$ cat config.mk
export PLATFORM = sky130hd
export DESIGN_NAME = tc16_timer
export DESIGN_NICKNAME = d
export VERILOG_FILES = /design/src/tc16_pkg.sv /design/src/tc16_timer.sv
export VERILOG_INCLUDE_DIRS = /design/src
export SDC_FILE = /design/constraint.sdc
export NUM_CORES = 1
export LEC_CHECK = 0
export BUFFER_PORTS_ARGS = -buffer_cell sky130_fd_sc_hd__buf_2
export CAP_MARGIN = 20
export CORE_AREA = 2 2 86 129
export CTS_CLUSTER_SIZE = 40
export DETAILED_ROUTE_END_ITERATION = 7
export DIE_AREA = 0 0 88 131
export PLACE_DENSITY = 0.85
export SLEW_MARGIN = 5
export SYNTH_ARGS = -nofsm -noshare
export SYNTH_HDL_FRONTEND = slang
export SYNTH_SLANG_ARGS = --single-unit
export TNS_END_PERCENT = 5
$ cat constraint.sdc
create_clock -name clk -period 9.8 [get_ports clk]
set_input_delay 1.96 -clock clk [delete_from_list [all_inputs] [get_ports clk]]
set_output_delay 1.96 -clock clk [all_outputs]
set_load 0.1 [all_outputs]
$ cat src/tc16_cfg.svh
`ifndef TC16_CFG_SVH
`define TC16_CFG_SVH
// Register byte addresses
`define TC16_ADR_CTRL_A 8'h00
`define TC16_ADR_CTRL_B 8'h04
`define TC16_ADR_CNT_LO 8'h08
`define TC16_ADR_CNT_HI 8'h0C
`define TC16_ADR_CAP_LO 8'h10
`define TC16_ADR_CAP_HI 8'h14
`define TC16_ADR_MASK 8'h18
`define TC16_ADR_FLAG 8'h1C
`define TC16_ADR_COMP 8'h20
// Field positions
`define TC16_B_EDGE 6
`define TC16_B_NF 7
`define TC16_F_OVF 0
`define TC16_F_CAP 5
`define TC16_B_COMPARATOR_CAPTURE_SELECT 2
// Reset values
`define TC16_RST_BYTE 8'h00
`define TC16_RST_WORD 16'h0000
// Fixed tops and filter length
`define TC16_TOP8 16'h00FF
`define TC16_TOP9 16'h01FF
`define TC16_TOP10 16'h03FF
`define TC16_MAX 16'hFFFF
`define TC16_NF_LEN 4
`endif

$ cat src/tc16_pkg.sv
package tc16_pkg;
    typedef logic [15:0] tc16_word_t;
    typedef enum logic [2:0] {
        TC16_CS_STOP = 3'b000,
        TC16_CS_DIV1 = 3'b001,
        TC16_CS_DIV8 = 3'b010,
        TC16_CS_DIV64 = 3'b011,
        TC16_CS_DIV256 = 3'b100,
        TC16_CS_DIV1024 = 3'b101,
        TC16_CS_EXT_FALL = 3'b110,
        TC16_CS_EXT_RISE = 3'b111
    } tc16_cs_e;
endpackage

$ cat src/tc16_timer.sv
// The address map and the APB interface to the registers were chosen for this implementation.
`timescale 1ns/1ns
`include "tc16_cfg.svh"
//
// Operation
// - Three-bit clock select picks the tick; zero stops counting.
// - Upper counter location reaches the shared latch, not the counter.
// - Lower read copies upper byte to latch; lower write loads from it.
// - Each tick clears, increments or decrements as the mode needs.
// - Counter readable and writable at any time, ticking or not.
// - Processor write beats clear or count in the same cycle.
// - Four-bit waveform mode: upper two in ctrl B, lower two in ctrl A.
// - Overflow flag set where the mode says; it can request an interrupt.
// - Qualifying edge copies counter to capture and sets flag same cycle.
// - Capture flag interrupts when enabled; cleared by service or write one.
// - Capture lower read first loads latch; upper read returns latch.
// - Capture writable only in capture-top modes; upper then lower.
// - Comparator capture select switches trigger to comparator output.
// - Only the first timer instance offers the comparator trigger.
// - Both trigger inputs sampled alike; filter adds four clocks delay.
// - Edge detector off only in capture-top modes; filter keeps running.
// - Pin driven by own port output captures like an external event.
// - Filter output changes only after four equal samples.
// - Filter enabled in ctrl B, runs on undivided clock.
// - Each new event overwrites the capture value.
module tc16_timer import tc16_pkg::*; #(
    parameter bit HAS_COMPARATOR = 1'b1
) (
    input wire logic clk, // 10 MHz clock
    input wire logic reset, // Async, active high
    input wire logic psel, // APB select
    input wire logic penable, // APB enable
    input wire logic pwrite, // APB direction
    input wire logic [7:0] paddr, // APB byte address
    input wire logic [31:0] pwdata, // APB write data
    output logic [31:0] prdata, // APB read data
    output logic pready, // APB ready
    output logic pslverr, // Unmapped address
    input wire logic capture_pin, // Pin level incl. own port drive
    input wire logic comparator_output, // Comparator result
    input wire logic ext_clock_pin, // External tick pin
    input wire logic capture_irq_ack, // Capture interrupt serviced
    input wire logic overflow_irq_ack, // Overflow interrupt serviced
    output logic capture_irq, // Capture interrupt request
    output logic overflow_irq // Overflow interrupt request
);
    logic [7:0] ctrl_reg_a_r, ctrl_reg_b_r, irq_mask_reg_r, comp_ctrl_r;
    logic [7:0] temp_r;
    tc16_word_t timer_count_r, capture_value_r;
    logic overflow_flag_r, capture_flag_r, dir_down_r;
    logic [9:0] presc_r;
    logic ext_prev_r, cap_samp_r, nf_out_r, edge_prev_r;
    logic [`TC16_NF_LEN-2:0] nf_sh_r;
    logic [31:0] prdata_r;
    logic pready_r, pslverr_r, capture_irq_r, overflow_irq_r;

    function automatic tc16_word_t fixed_top(input logic [1:0] res);
        unique case (res)
            2'b01: fixed_top = `TC16_TOP8;
            2'b10: fixed_top = `TC16_TOP9;
            2'b11: fixed_top = `TC16_TOP10;
            2'b00: fixed_top = `TC16_MAX;
        endcase
    endfunction

    function automatic logic hit(input logic [7:0] a, input logic [7:0] b);
        hit = (a == b);
    endfunction

    // Bus decode; one wait state so read data comes from a flop
    wire acc_first = psel && penable && !pready_r;
    wire acc_done = psel && penable && pready_r;
    wire rd_take = acc_first && !pwrite;
    wire wr_do = acc_done && pwrite;
    wire [7:0] wb = pwdata[7:0];
    wire a_ca = hit(paddr, `TC16_ADR_CTRL_A);
    wire a_cb = hit(paddr, `TC16_ADR_CTRL_B);
    wire a_clo = hit(paddr, `TC16_ADR_CNT_LO);
    wire a_chi = hit(paddr, `TC16_ADR_CNT_HI);
    wire a_plo = hit(paddr, `TC16_ADR_CAP_LO);
    wire a_phi = hit(paddr, `TC16_ADR_CAP_HI);
    wire a_msk = hit(paddr, `TC16_ADR_MASK);
    wire a_flg = hit(paddr, `TC16_ADR_FLAG);
    wire a_cmp = hit(paddr, `TC16_ADR_COMP);
    wire mapped = a_ca | a_cb | a_clo | a_chi | a_plo | a_phi | a_msk | a_flg | a_cmp;

    // Mode decode
    wire [3:0] waveform_mode = {ctrl_reg_b_r[4:3], ctrl_reg_a_r[1:0]};
    wire cap_top = (waveform_mode == 4'd8) || (waveform_mode == 4'd10)
        || (waveform_mode == 4'd12) || (waveform_mode == 4'd14);
    wire updown = (waveform_mode == 4'd1) || (waveform_mode == 4'd2)
        || (waveform_mode == 4'd3) || (waveform_mode == 4'd8) || (waveform_mode == 4'd10);
    wire ctc = (waveform_mode == 4'd12);
    wire [1:0] res_sel = (waveform_mode[3:2] == 2'b01 || waveform_mode[3:2] == 2'b00)
        ? waveform_mode[1:0] : 2'b00;
    wire tc16_word_t top = cap_top ? capture_value_r : fixed_top(res_sel);

    // Tick source
    tc16_cs_e cs;
    assign cs = tc16_cs_e'(ctrl_reg_b_r[2:0]);
    logic tick;
    always_comb begin
        unique case (cs)
            TC16_CS_STOP: tick = 1'b0;
            TC16_CS_DIV1: tick = 1'b1;
            TC16_CS_DIV8: tick = &presc_r[2:0];
            TC16_CS_DIV64: tick = &presc_r[5:0];
            TC16_CS_DIV256: tick = &presc_r[7:0];
            TC16_CS_DIV1024: tick = &presc_r;
            TC16_CS_EXT_FALL: tick = ext_prev_r && !ext_clock_pin;
            TC16_CS_EXT_RISE: tick = !ext_prev_r && ext_clock_pin;
        endcase
    end

    // Counter next value
    wire at_top = (timer_count_r == top);
    wire at_bot = (timer_count_r == `TC16_RST_WORD);
    wire cnt_wr = wr_do && a_clo;
    tc16_word_t cnt_nxt;
    logic dir_nxt, ovf_evt;
    always_comb begin
        cnt_nxt = timer_count_r;
        dir_nxt = dir_down_r;
        ovf_evt = 1'b0;
        if (tick) begin
            if (updown) begin
                if (!dir_down_r && at_top) begin
                    dir_nxt = 1'b1;
                    cnt_nxt = timer_count_r - 16'h0001;
                end else if (dir_down_r && at_bot) begin
                    dir_nxt = 1'b0;
                    cnt_nxt = timer_count_r + 16'h0001;
                    ovf_evt = 1'b1;
                end else begin
                    cnt_nxt = dir_down_r ? timer_count_r - 16'h0001
                                         : timer_count_r + 16'h0001;
                end
            end else if (at_top) begin
                cnt_nxt = `TC16_RST_WORD;
                ovf_evt = !ctc || (timer_count_r == `TC16_MAX);
            end else begin
                cnt_nxt = timer_count_r + 16'h0001;
                ovf_evt = ctc && (timer_count_r == `TC16_MAX);
            end
        end
        if (cnt_wr) begin
            cnt_nxt = {temp_r, wb};
        end
    end

    // Capture path; comparator only on the first instance
    wire src_cmp = HAS_COMPARATOR && comp_ctrl_r[`TC16_B_COMPARATOR_CAPTURE_SELECT];
    wire cap_src = src_cmp ? comparator_output : capture_pin;
    wire nf_en = ctrl_reg_b_r[`TC16_B_NF];
    // Newest sample is the fourth vote, so the filter adds exactly four clocks
    wire [`TC16_NF_LEN-1:0] nf_win = {nf_sh_r, cap_samp_r};
    wire nf_agree = (&nf_win) || !(|nf_win);
    wire nf_nxt = nf_agree ? cap_samp_r : nf_out_r;
    wire det_in = nf_en ? nf_out_r : cap_samp_r;
    wire rise_sel = ctrl_reg_b_r[`TC16_B_EDGE];
    wire cap_evt = !cap_top && (det_in != edge_prev_r)
        && (det_in == rise_sel);
    wire cap_wr = wr_do && a_plo && cap_top;

    // Temp latch shared by every 16-bit register
    logic [7:0] temp_nxt;
    always_comb begin
        temp_nxt = temp_r;
        if (rd_take && a_clo) temp_nxt = timer_count_r[15:8];
        if (rd_take && a_plo) temp_nxt = capture_value_r[15:8];
        if (wr_do && (a_chi || a_phi)) temp_nxt = wb;
    end

    // Read mux
    logic [7:0] rd_byte;
    always_comb begin
        rd_byte = `TC16_RST_BYTE;
        if (a_ca) rd_byte = ctrl_reg_a_r;
        if (a_cb) rd_byte = ctrl_reg_b_r;
        if (a_clo) rd_byte = timer_count_r[7:0];
        if (a_chi || a_phi) rd_byte = temp_r;
        if (a_plo) rd_byte = capture_value_r[7:0];
        if (a_msk) rd_byte = irq_mask_reg_r;
        if (a_flg) rd_byte = {2'b00, capture_flag_r, 4'h0, overflow_flag_r};
        if (a_cmp) rd_byte = comp_ctrl_r;
    end

    // Set wins over clear on both flags
    wire flg_wr = wr_do && a_flg;
    wire cap_clr = (flg_wr && wb[`TC16_F_CAP]) || capture_irq_ack;
    wire ovf_clr = (flg_wr && wb[`TC16_F_OVF]) || overflow_irq_ack;

    always_ff @(posedge clk or posedge reset) begin
        if (reset) begin
            ctrl_reg_a_r <= `TC16_RST_BYTE;
            ctrl_reg_b_r <= `TC16_RST_BYTE;
            irq_mask_reg_r <= `TC16_RST_BYTE;
            comp_ctrl_r <= `TC16_RST_BYTE;
        end else if (wr_do) begin
            if (a_ca) ctrl_reg_a_r <= wb;
            if (a_cb) ctrl_reg_b_r <= wb;
            if (a_msk) irq_mask_reg_r <= wb;
            if (a_cmp) comp_ctrl_r <= wb;
        end
    end

    always_ff @(posedge clk or posedge reset) begin
        if (reset) begin
            timer_count_r <= `TC16_RST_WORD;
            dir_down_r <= 1'b0;
            presc_r <= 10'h000;
            ext_prev_r <= 1'b0;
            temp_r <= `TC16_RST_BYTE;
        end else begin
            timer_count_r <= cnt_nxt;
            dir_down_r <= dir_nxt;
            presc_r <= presc_r + 10'h001;
            ext_prev_r <= ext_clock_pin;
            temp_r <= temp_nxt;
        end
    end

    always_ff @(posedge clk or posedge reset) begin
        if (reset) begin
            capture_value_r <= `TC16_RST_WORD;
            capture_flag_r <= 1'b0;
            overflow_flag_r <= 1'b0;
        end else begin
            if (cap_evt) capture_value_r <= timer_count_r;
            else if (cap_wr) capture_value_r <= {temp_r, wb};
            capture_flag_r <= cap_evt || (capture_flag_r && !cap_clr);
            overflow_flag_r <= ovf_evt || (overflow_flag_r && !ovf_clr);
        end
    end

    // Filter runs on the raw clock, never on the prescaled tick
    always_ff @(posedge clk or posedge reset) begin
        if (reset) begin
            cap_samp_r <= 1'b0;
            nf_sh_r <= '0;
            nf_out_r <= 1'b0;
            edge_prev_r <= 1'b0;
        end else begin
            cap_samp_r <= cap_src;
            nf_sh_r <= nf_win[`TC16_NF_LEN-2:0];
            nf_out_r <= nf_nxt;
            if (!cap_top) edge_prev_r <= det_in;
        end
    end

    always_ff @(posedge clk or posedge reset) begin
        if (reset) begin
            prdata_r <= 32'h0000_0000;
            pready_r <= 1'b0;
            pslverr_r <= 1'b0;
            capture_irq_r <= 1'b0;
            overflow_irq_r <= 1'b0;
        end else begin
            pready_r <= acc_first;
            pslverr_r <= acc_first && !mapped;
            if (rd_take) prdata_r <= {24'h00_0000, rd_byte};
            capture_irq_r <= cap_evt || (capture_flag_r && !cap_clr)
                ? irq_mask_reg_r[`TC16_F_CAP] : 1'b0;
            overflow_irq_r <= (ovf_evt || (overflow_flag_r && !ovf_clr))
                && irq_mask_reg_r[`TC16_F_OVF];
        end
    end

    assign prdata = prdata_r;
    assign pready = pready_r;
    assign pslverr = pslverr_r;
    assign capture_irq = capture_irq_r;
    assign overflow_irq = overflow_irq_r;
endmodule

Yosys cells after proc, flatten, opt, wreduce, memory -nomap -nowiden:

Index checks and enable logic that the tools add are counted.

* add/sub/neg operators: 3
* equal/unequal tests: 30
* mux-type cells: 34
* bitwise operators: 8
* reduce and logical (&&, ||, !) cells: 71

Operators with widths (number)
* two-way mux 16 bit: 10
* two-way mux 8 bit: 11
* one-hot mux 16 bit (4 select lines): 1
* == test 8 x 5 -> 1 bit (second input constant): 4
* logical AND 1 bit: 25
* adder 16 x 1 -> 16 bit (second input constant): 1
* == test 16 bit: 1
* == test 16 bit (second input constant): 1
* == test 4 bit (second input constant): 4
* == test 8 x 4 -> 1 bit (second input constant): 2
* zero test 16 bit: 1
* subtractor 16 x 1 -> 16 bit (second input constant): 1
* logical OR 1 bit: 15
* == test 3 bit (second input constant): 4
* zero test 1 bit: 11
* adder 10 x 1 -> 10 bit (second input constant): 1
* two-way mux 1 bit: 10
* AND reduction 10 bit: 1
* == test 4 x 2 -> 1 bit (second input constant): 2
* == test 8 x 3 -> 1 bit (second input constant): 1
* == test 8 x 6 -> 1 bit (second input constant): 1
* zero test 8 bit: 1
* bitwise OR 1 bit: 8
* one-hot mux 1 bit (8 select lines): 1
* 18 further kinds: 28

* register bits after elaboration: 104
* input port bits: 50
* logic and storage cells: 167

Longest topological paths before layout:

Gate-level depths: netlist (run 1).

* depth after elaboration: 13
* gate-level depth with buffers: 13
* gate-level depth less buffers: 11

Worst setup path before layout (run 1):

OpenSTA, ideal clock, no wires.

* path type: input -> register
* start point: input paddr[3]
* end point: register irq_mask_reg_r[0]
* library setup time: 0.125 ns
* arrival time: 3.844 ns
* required time: 9.675 ns
* path slack: 5.831 ns
* stages: 5
* cells stage by stage: clkbuf_1 nor4b_2 nand2_1 nor2_1 mux2_2

* longest elaborated chain between the ends: 2

Ends and longest elaborated chain
* start: declaration: line tc16_timer.sv:34 `input wire logic [7:0] paddr,`
* == test 8 x 5 -> 1 bit: line tc16_timer.sv:67 `hit = (a == b);`
* AND reduction 2 bit (no source line)
* end signal: assignment: line tc16_timer.sv:197 `` irq_mask_reg_r <= `TC16_RST_BYTE; ``
* end signal: assignment: line tc16_timer.sv:202 `if (a_msk) irq_mask_reg_r <= wb;`
* end: declaration: line tc16_timer.sv:47 `logic [7:0] ctrl_reg_a_r, ctrl_reg_b_r, irq_mask_reg_r, comp_ctrl_r;`

Every way passes these cells.
A chain may end at the register's enable or synchronous reset.

Worst setup path in the final report (run 1):

* start point: input paddr[2]
* end point: register irq_mask_reg_r[7]

The elaborated chain is that of the path after synthesis.

==> results of run 1 <==
power groups by stage:
| stage | logic, uW | clock network (uW) | registers [uW] |
|---|---|---|---|
| floorplan | 92.2 | 0 | 513 |
| global placement | 160 | 0 | 469 |
| detailed placement | 162 | 0 | 470 |
| CTS | 162 | 384 | 461 |
| global route | 172 | 402 | 463 |
| finish | 163 | 385 | 462 |
cells by family (layout without fill, tap and decap cells):
kind of cell	Yosys count	in the layout	share of synthesized area (%)
fa+ha+maj	6	6	1.17
flops	104	104	40.5
mux	64	64	10.8
buf+inv	79	73	6.37
other cells	1	24	0.0584
xor+xnor	25	25	3.41
simple gates	255	255	20.1
compound gates	165	165	17.6
final timing paths:
path / start / to / slack (ns) / cells past startpoint
min in group asynchronous: reset / ext_prev_r / 1.69 / 2
min: nf_sh_r[0] / nf_sh_r[1] / 0.41 / 0
max: paddr[2] / irq_mask_reg_r[7] / 5.58 / 5
max reg2reg: ctrl_reg_b_r[4] / timer_count_r[13] / 6.12 / 11
max in group asynchronous: reset / capture_value_r[11] / 6.99 / 3
min reg2reg: nf_sh_r[0] / nf_sh_r[1] / 0.41 / 0
layout make-up:
type / count / area, um2
Timing Repair Buffer: 46 / 253
Clock inverter: 7 / 83.8
Clock buffer: 9 / 225
Multi-Input combinational cell: 539 / 3510
Fill cell: 824 / 3510
Tap cell: 144 / 180
Inverter: 11 / 43.8
Sequential cell: 104 / 2600
layer usage:
layer / GRT usage [%] / vias up
met2: 53.3 / 324
li1: - / 2544
met1: 40.1 / 2712
met4: 18.0 / 0
met5: 0 / -
met3: 5.09 / 75
registers in the layout, summed over array words and instances, names as in the netlist, 3 cells and up:
| register | count |
|---|---|
| capture_value_r | 16 |
| timer_count_r | 16 |
| presc_r | 10 |
| comp_ctrl_r | 8 |
| ctrl_reg_a_r | 8 |
| ctrl_reg_b_r | 8 |
| irq_mask_reg_r | 8 |
| prdata | 8 |
| temp_r | 8 |
| nf_sh_r | 3 |
placed cells by master, fill, tap and decap left out, types with 4 or more instances in the layout:
| cell | n |
|---|---|
| buf_2 | 37 |
| xnor2_1 | 16 |
| xor2_1 | 9 |
| nor4_1 | 11 |
| o22ai_1 | 11 |
| o221ai_1 | 8 |
| and2_1 | 7 |
| nand3_1 | 35 |
| a211oi_1 | 4 |
| buf_4 | 9 |
| a21oi_1 | 44 |
| a22oi_1 | 32 |
| and3_1 | 16 |
| mux2i_1 | 20 |
| nand4_1 | 6 |
| nand2_1 | 76 |
| dfrtp_1 | 104 |
| or3_1 | 6 |
| nor3_1 | 15 |
| a31oi_1 | 5 |
| inv_1 | 10 |
| o21ai_0 | 24 |
| a221oi_1 | 7 |
| nand2b_1 | 9 |
| mux2_2 | 44 |
| clkbuf_16 | 9 |
| nor2_1 | 51 |
| conb_1 | 24 |
| ha_1 | 6 |
worst reg2reg max path: cells and delay by family (launching register included):
| kind | cells | cell delay, ns |
|---|---|---|
| adder cells (fa/ha/maj) | 1 | 0.28 |
| flip-flops | 1 | 0.52 |
| AO/OA/AOI/OAI | 3 | 0.99 |
| multiplexers | 2 | 0.53 |
| AND/OR/NAND/NOR | 5 | 1.24 |
per-stage QoR:
stage,power [uW],cell area [um2],utilization (%),setup WS [ns]
after CTS,1010,6900,66.2,5.62
after global routing,1040,6900,66.3,5.34
after detailed placement,631,6590,63.2,5.24
after floorplan,605,6510,-,5.11
after global placement,628,6590,63.2,5.22
final,1010,6900,66.3,5.58
==> metrics.log, run 1 <==
[metrics] crit share post-route: 43.1%
[metrics] largest cells by area after synthesis: dfrtp_1, mux2_2, nand2_1
[metrics] Final Hold Viols: 0
[metrics] Period minus WS final: 4.22 ns
[metrics] routed length on met3: 1210 um
[metrics] max-cap viol count: 0
[metrics] hold-fix buffer count after cts: 0
[metrics] Worst path slowest cell: nor4b_2
[metrics] post-detailed-route via-to-cell ratio: 6.58
[metrics] max-slew violation count: 0
[metrics] number of H-tree levels: 3
[metrics] proportion of power drawn by flip-flops and latches: 45.7%
[metrics] via count of the first global-routing pass: 5440
[metrics] Layout Area Growth over Synthesis: 7.42%
[metrics] number of synthesized flops with an enable pin: 0
[metrics] largest voltage drop on the vdd net: 133 uV
[metrics] startpoint types: primary input
[metrics] cell with the most instances after synthesis: dfrtp_1
[metrics] largest driver fanout on the critical path: 15
[metrics] Synth Cell Area: 6430 um2
[metrics] met2 layer wire length in the routed design: 8830 um
[metrics] post-synthesis async set-or-reset flop share: 100%
[metrics] starting DRC count in detailed routing: 600
[metrics] gr ovfl total: 0
[metrics] TritonCTS clock tree: yes
[metrics] minimum hold slack: 0.410 ns
[metrics] number of standard cells in the layout, taps in and fillers out: 860
[metrics] maximum cell stage delay along the critical path: 0.80 ns
[metrics] total routing resource utilization after global routing: 32.3%
[metrics] initial antenna violation count: 0
[metrics] post-route met1 wirelength: 6710 um
[metrics] Yosys reg bits: 104
[metrics] gpl congestion: 0.928
[metrics] Setup Crit Path Kind: primary input to flip-flop
[metrics] pin count of the biggest net entering global routing: 55
[metrics] Clk network pwr share: 38.1%
[metrics] Post-CTS Resized: 0
[metrics] number of buffers created by CTS: 9
[metrics] fmax: 0.237 GHz
[metrics] data arrival time of the critical path: 4.46 ns
[metrics] number of nets still failing antenna checks after routing: 0
[metrics] final WL: 17700 um
[metrics] Commonest cells post-synth: dfrtp_1, nand2_1, nor2_1, a21oi_1, mux2_2
[metrics] Primary FF master, synth: dfrtp_1
[metrics] worst-case clock buffer depth: 2
[metrics] maximum clock skew at final layout: 0.00980 ns
[metrics] status: finished clean
[metrics] final routed wire length divided by cell count: 20.6 um
[metrics] Min-Delay Path Class: flip-flop to flip-flop
[metrics] count of standard-cell rows: 46
[metrics] total of endpoints with negative setup slack in the final report: 0
[metrics] total placed cells including tap cells: 843
[metrics] static leakage: 0.00306 uW
[metrics] ordered list of cells on the worst path: buf_2, nor4b_2, nand2_1, nor2_1, mux2_2
[metrics] total vias in the final route: 5655
[metrics] area share of the largest cell type after synthesis: 40.5%
[metrics] clock tree sinks: 104
[metrics] share of cells above drive strength 1: 17.2%
[metrics] top cell type by total area after synthesis: dfrtp_1
[metrics] count of distinct cell types in the synthesized netlist: 66
[metrics] total die area: 11500 um2
[metrics] detailed placement HPWL: 12500 um
[metrics] area of the core: 10400 um2
[metrics] Combinational Power Share: 16.2%
[metrics] post-CTS setup buffer count: 0
[metrics] worst-skew pair later-pin latency: 0.36 ns
[metrics] internal power: 677 uW
[metrics] sequential-to-total area share from yosys stat: 40.5%
[metrics] Sum Neg Setup Slack: 0 ns
[metrics] Boundary Pins: 86
[metrics] clock tree root buffer cell: clkbuf_16
[metrics] synth warn: 0
[metrics] worst-case headroom to the max-slew limit: 27.4%
[metrics] total power density per cell area: 146 nW/um2
[metrics] die width: 88 um
[metrics] post-route DRC violation count: 0
[metrics] required time worst endpoint: 10.04 ns
[metrics] family with the most delay on the worst path: simple AND/OR/NAND/NOR gates
[metrics] Net Switching: 333 uW
[metrics] first-pass iteration count of the detailed router: 6
[metrics] Initial Util: 61.7%
[metrics] top layer reached by signal wires: met4
[metrics] Post-layout nets: 767
[metrics] global-route wire length before repair: 28400 um
[metrics] clock-pin slew of the registers on the worst-case setup and hold paths: 0.07 ns
[metrics] Bufs and invs on worst path: 1
[metrics] die extent in y: 131 um
[metrics] number of antenna diodes: 0
[metrics] switching part of the total: 33.0%
[metrics] kind of end point of the critical path: flip-flop
[metrics] Worst Tran Pin Value: 1.08 ns
[metrics] unrepaired setup endpoints after global routing: no
[metrics] mean instance size in the synthesized netlist: 9.19 um2
[metrics] buffers added on ports: 37
[metrics] Synth Instances: 699
No activity file was read; power rests on OpenSTA's default activity.
==> inputs of run 2 (changes only) <==
--- a/config.mk
+++ b/config.mk
@@ -8,11 +8,11 @@
 export LEC_CHECK = 0
 export BUFFER_PORTS_ARGS = -buffer_cell sky130_fd_sc_hd__buf_2
 export CAP_MARGIN = 20
-export CORE_AREA = 2 2 86 129
+export CORE_AREA = 2 2 89 133
 export CTS_CLUSTER_SIZE = 40
 export DETAILED_ROUTE_END_ITERATION = 7
-export DIE_AREA = 0 0 88 131
-export PLACE_DENSITY = 0.85
+export DIE_AREA = 0 0 91 135
+export PLACE_DENSITY = 0.8
 export SLEW_MARGIN = 5
 export SYNTH_ARGS = -nofsm -noshare
 export SYNTH_HDL_FRONTEND = slang
==> constraint.sdc (replaced) <==
create_clock -name clk -period 4.4 [get_ports clk]
set_input_delay 0.88 -clock clk [delete_from_list [all_inputs] [get_ports clk]]
set_output_delay 0.88 -clock clk [all_outputs]
set_load 0.1 [all_outputs]
==> metrics.log, run 2 (synthesized netlist as in run 1, its figures left out) <==
[metrics] status: finished clean
[metrics] clock tree sinks: 104
[metrics] detailed placement HPWL: 12900 um
[metrics] met3 GRT Util: 3.29%
[metrics] largest driver fanout on the critical path: 12
[metrics] post-detailed-route via-to-cell ratio: 6.53
[metrics] Post-CTS Resized: 0
[metrics] total vias in the final route: 5662
[metrics] count of standard-cell rows: 47
[metrics] pin count of the biggest net entering global routing: 81
[metrics] static leakage: 0.00308 uW
[metrics] crit share post-route: 82.2%
[metrics] global-route wire length before repair: 29000 um
[metrics] max-cap viol count: 0
[metrics] global-route met1 utilization: 36.4%
[metrics] Worst path slowest cell: a2111oi_0
[metrics] total die area: 12300 um2
[metrics] family with the most delay on the worst path: compound AO/OA/AOI/OAI gates
[metrics] Bufs and invs on worst path: 0
[metrics] max-slew violation count: 0
[metrics] starting DRC count in detailed routing: 601
[metrics] data arrival time of the critical path: 3.83 ns
[metrics] Final Hold Viols: 0
[metrics] total of endpoints with negative setup slack in the final report: 0
[metrics] Layout Area Growth over Synthesis: 8.20%
[metrics] worst hold path startpoint: nf_sh_r[0]
[metrics] clock-pin slew of the registers on the worst-case setup and hold paths: 0.07 ns
[metrics] fraction of met2 tracks used by global routing: 50.0%
[metrics] clock tree root buffer cell: clkbuf_16
[metrics] buffers added on ports: 37
[metrics] kind of end point of the critical path: flip-flop
[metrics] number of nets still failing antenna checks after routing: 0
[metrics] Worst Tran Pin Value: 0.998 ns
[metrics] Worst Setup Slack post-DPL: 0.827 ns
[metrics] via count of the first global-routing pass: 5516
[metrics] Filler cells: 935
[metrics] ordered list of cells on the worst path: nand2b_1, ha_1, or4_1, o22ai_1, nand4_1, a21oi_4, nand4b_4, a2111oi_0, a21oi_1, mux2i_1, nand3_1
[metrics] total routing resource utilization after global routing: 29.6%
[metrics] largest registers: capture_value_r x16, timer_count_r x16, presc_r x10
[metrics] number of antenna diodes: 0
[metrics] maximum clock skew at final layout: 0.0101 ns
[metrics] most common library cell in the layout ignoring fill and taps: dfrtp_1
[metrics] area taken by flip-flops and latches: 2600 um2
[metrics] TritonCTS clock tree: yes
[metrics] worst-skew pair later-pin latency: 0.34 ns
[metrics] largest voltage drop on the vdd net: 274 uV
[metrics] number of buffers created by CTS: 9
[metrics] timing startpoint of the critical path: ctrl_reg_b_r[4]
[metrics] die extent in y: 135 um
[metrics] footprint of the multi-input gates: 3510 um2
[metrics] first-pass iteration count of the detailed router: 5
[metrics] hold-fix buffer count after cts: 0
[metrics] minimum setup slack in the final design: 0.785 ns
[metrics] initial antenna violation count: 0
[metrics] startpoint types: flip-flop
[metrics] fmax: 0.277 GHz
[metrics] number of H-tree levels: 3
[metrics] Post-layout nets: 772
[metrics] share of cells above drive strength 1: 17.5%
[metrics] Boundary Pins: 86
[metrics] worst-case headroom to the max-slew limit: 33.0%
[metrics] final WL: 18200 um
[metrics] Initial Util: 58.1%
[metrics] commonest cells after routing, fill and taps aside: dfrtp_1, nand2_1, nor2_1
[metrics] gpl congestion: 0.902
[metrics] unrepaired setup endpoints after global routing: no
[metrics] r2r setup slk: 0.79 ns
[metrics] gr ovfl total: 0
[metrics] die width: 91 um
[metrics] post-route DRC violation count: 0
[metrics] final routed wire length divided by cell count: 21.0 um
[metrics] Min-Delay Path Class: flip-flop to flip-flop
[metrics] Sum Neg Setup Slack: 0 ns
[metrics] r2r startpoint: ctrl_reg_b_r[4]
[metrics] maximum cell stage delay along the critical path: 0.68 ns
[metrics] post-CTS setup buffer count: 0
[metrics] area of the core: 11100 um2
[metrics] required time worst endpoint: 4.62 ns
[metrics] Setup Crit Path Kind: flip-flop to flip-flop
[metrics] total power density per cell area: 318 nW/um2
[metrics] Period minus WS final: 3.61 ns
[metrics] GRT busiest layer: met2
[metrics] worst-case clock buffer depth: 2
run 2: power by group:
| group | leakage [uW] | switching [uW] | internal, uW | total (uW) |
|---|---|---|---|---|
| logic | 0.00160 | 305 | 66.6 | 371 |
| clock network | 0.000142 | 353 | 456 | 810 |
| registers | 0.00133 | 36.8 | 990 | 1030 |
run 2: layer usage:
metal | vias to the layer above | share of wire [%] | wire length, um
met3 | 71 | 5.5 | 1000
met4 | 0 | 5.9 | 1080
met1 | 2755 | 38 | 7000
met5 | - | 0 | 0
li1 | 2540 | - | -
met2 | 296 | 50 | 9140
run 2: final timing paths:
kind                                endpoint  cells after the start
max in group asynchronous          temp_r[0]                      4
max                        timer_count_r[11]                     11
max reg2reg                timer_count_r[11]                     11
min reg2reg                       nf_sh_r[1]                      0
min in group asynchronous  timer_count_r[10]                      2
min                               nf_sh_r[1]                      0
run 2: cell type report:
cell class / count / share of cell area, %
clock buffer: 11 / 3.49
multi-input combinational: 539 / 50.5
inverter: 11 / 0.630
timing repair buffer: 51 / 4.46
clock inverter: 4 / 0.792
tap: 147 / 2.65
sequential: 104 / 37.4
run 2: metrics by stage:
step                      util [%]  hold WS [ns]  power, uW  cell area [um2]  cells
after detailed placement      59.9         0.392       1410             6620    850
final                         62.9         0.405       2210             6950    867
after global routing          62.9         0.427       2270             6950    867
after floorplan                  -         0.367       1350             6510    722
after CTS                     62.6         0.414       2210             6920    865
after global placement        59.9         0.379       1400             6620    850
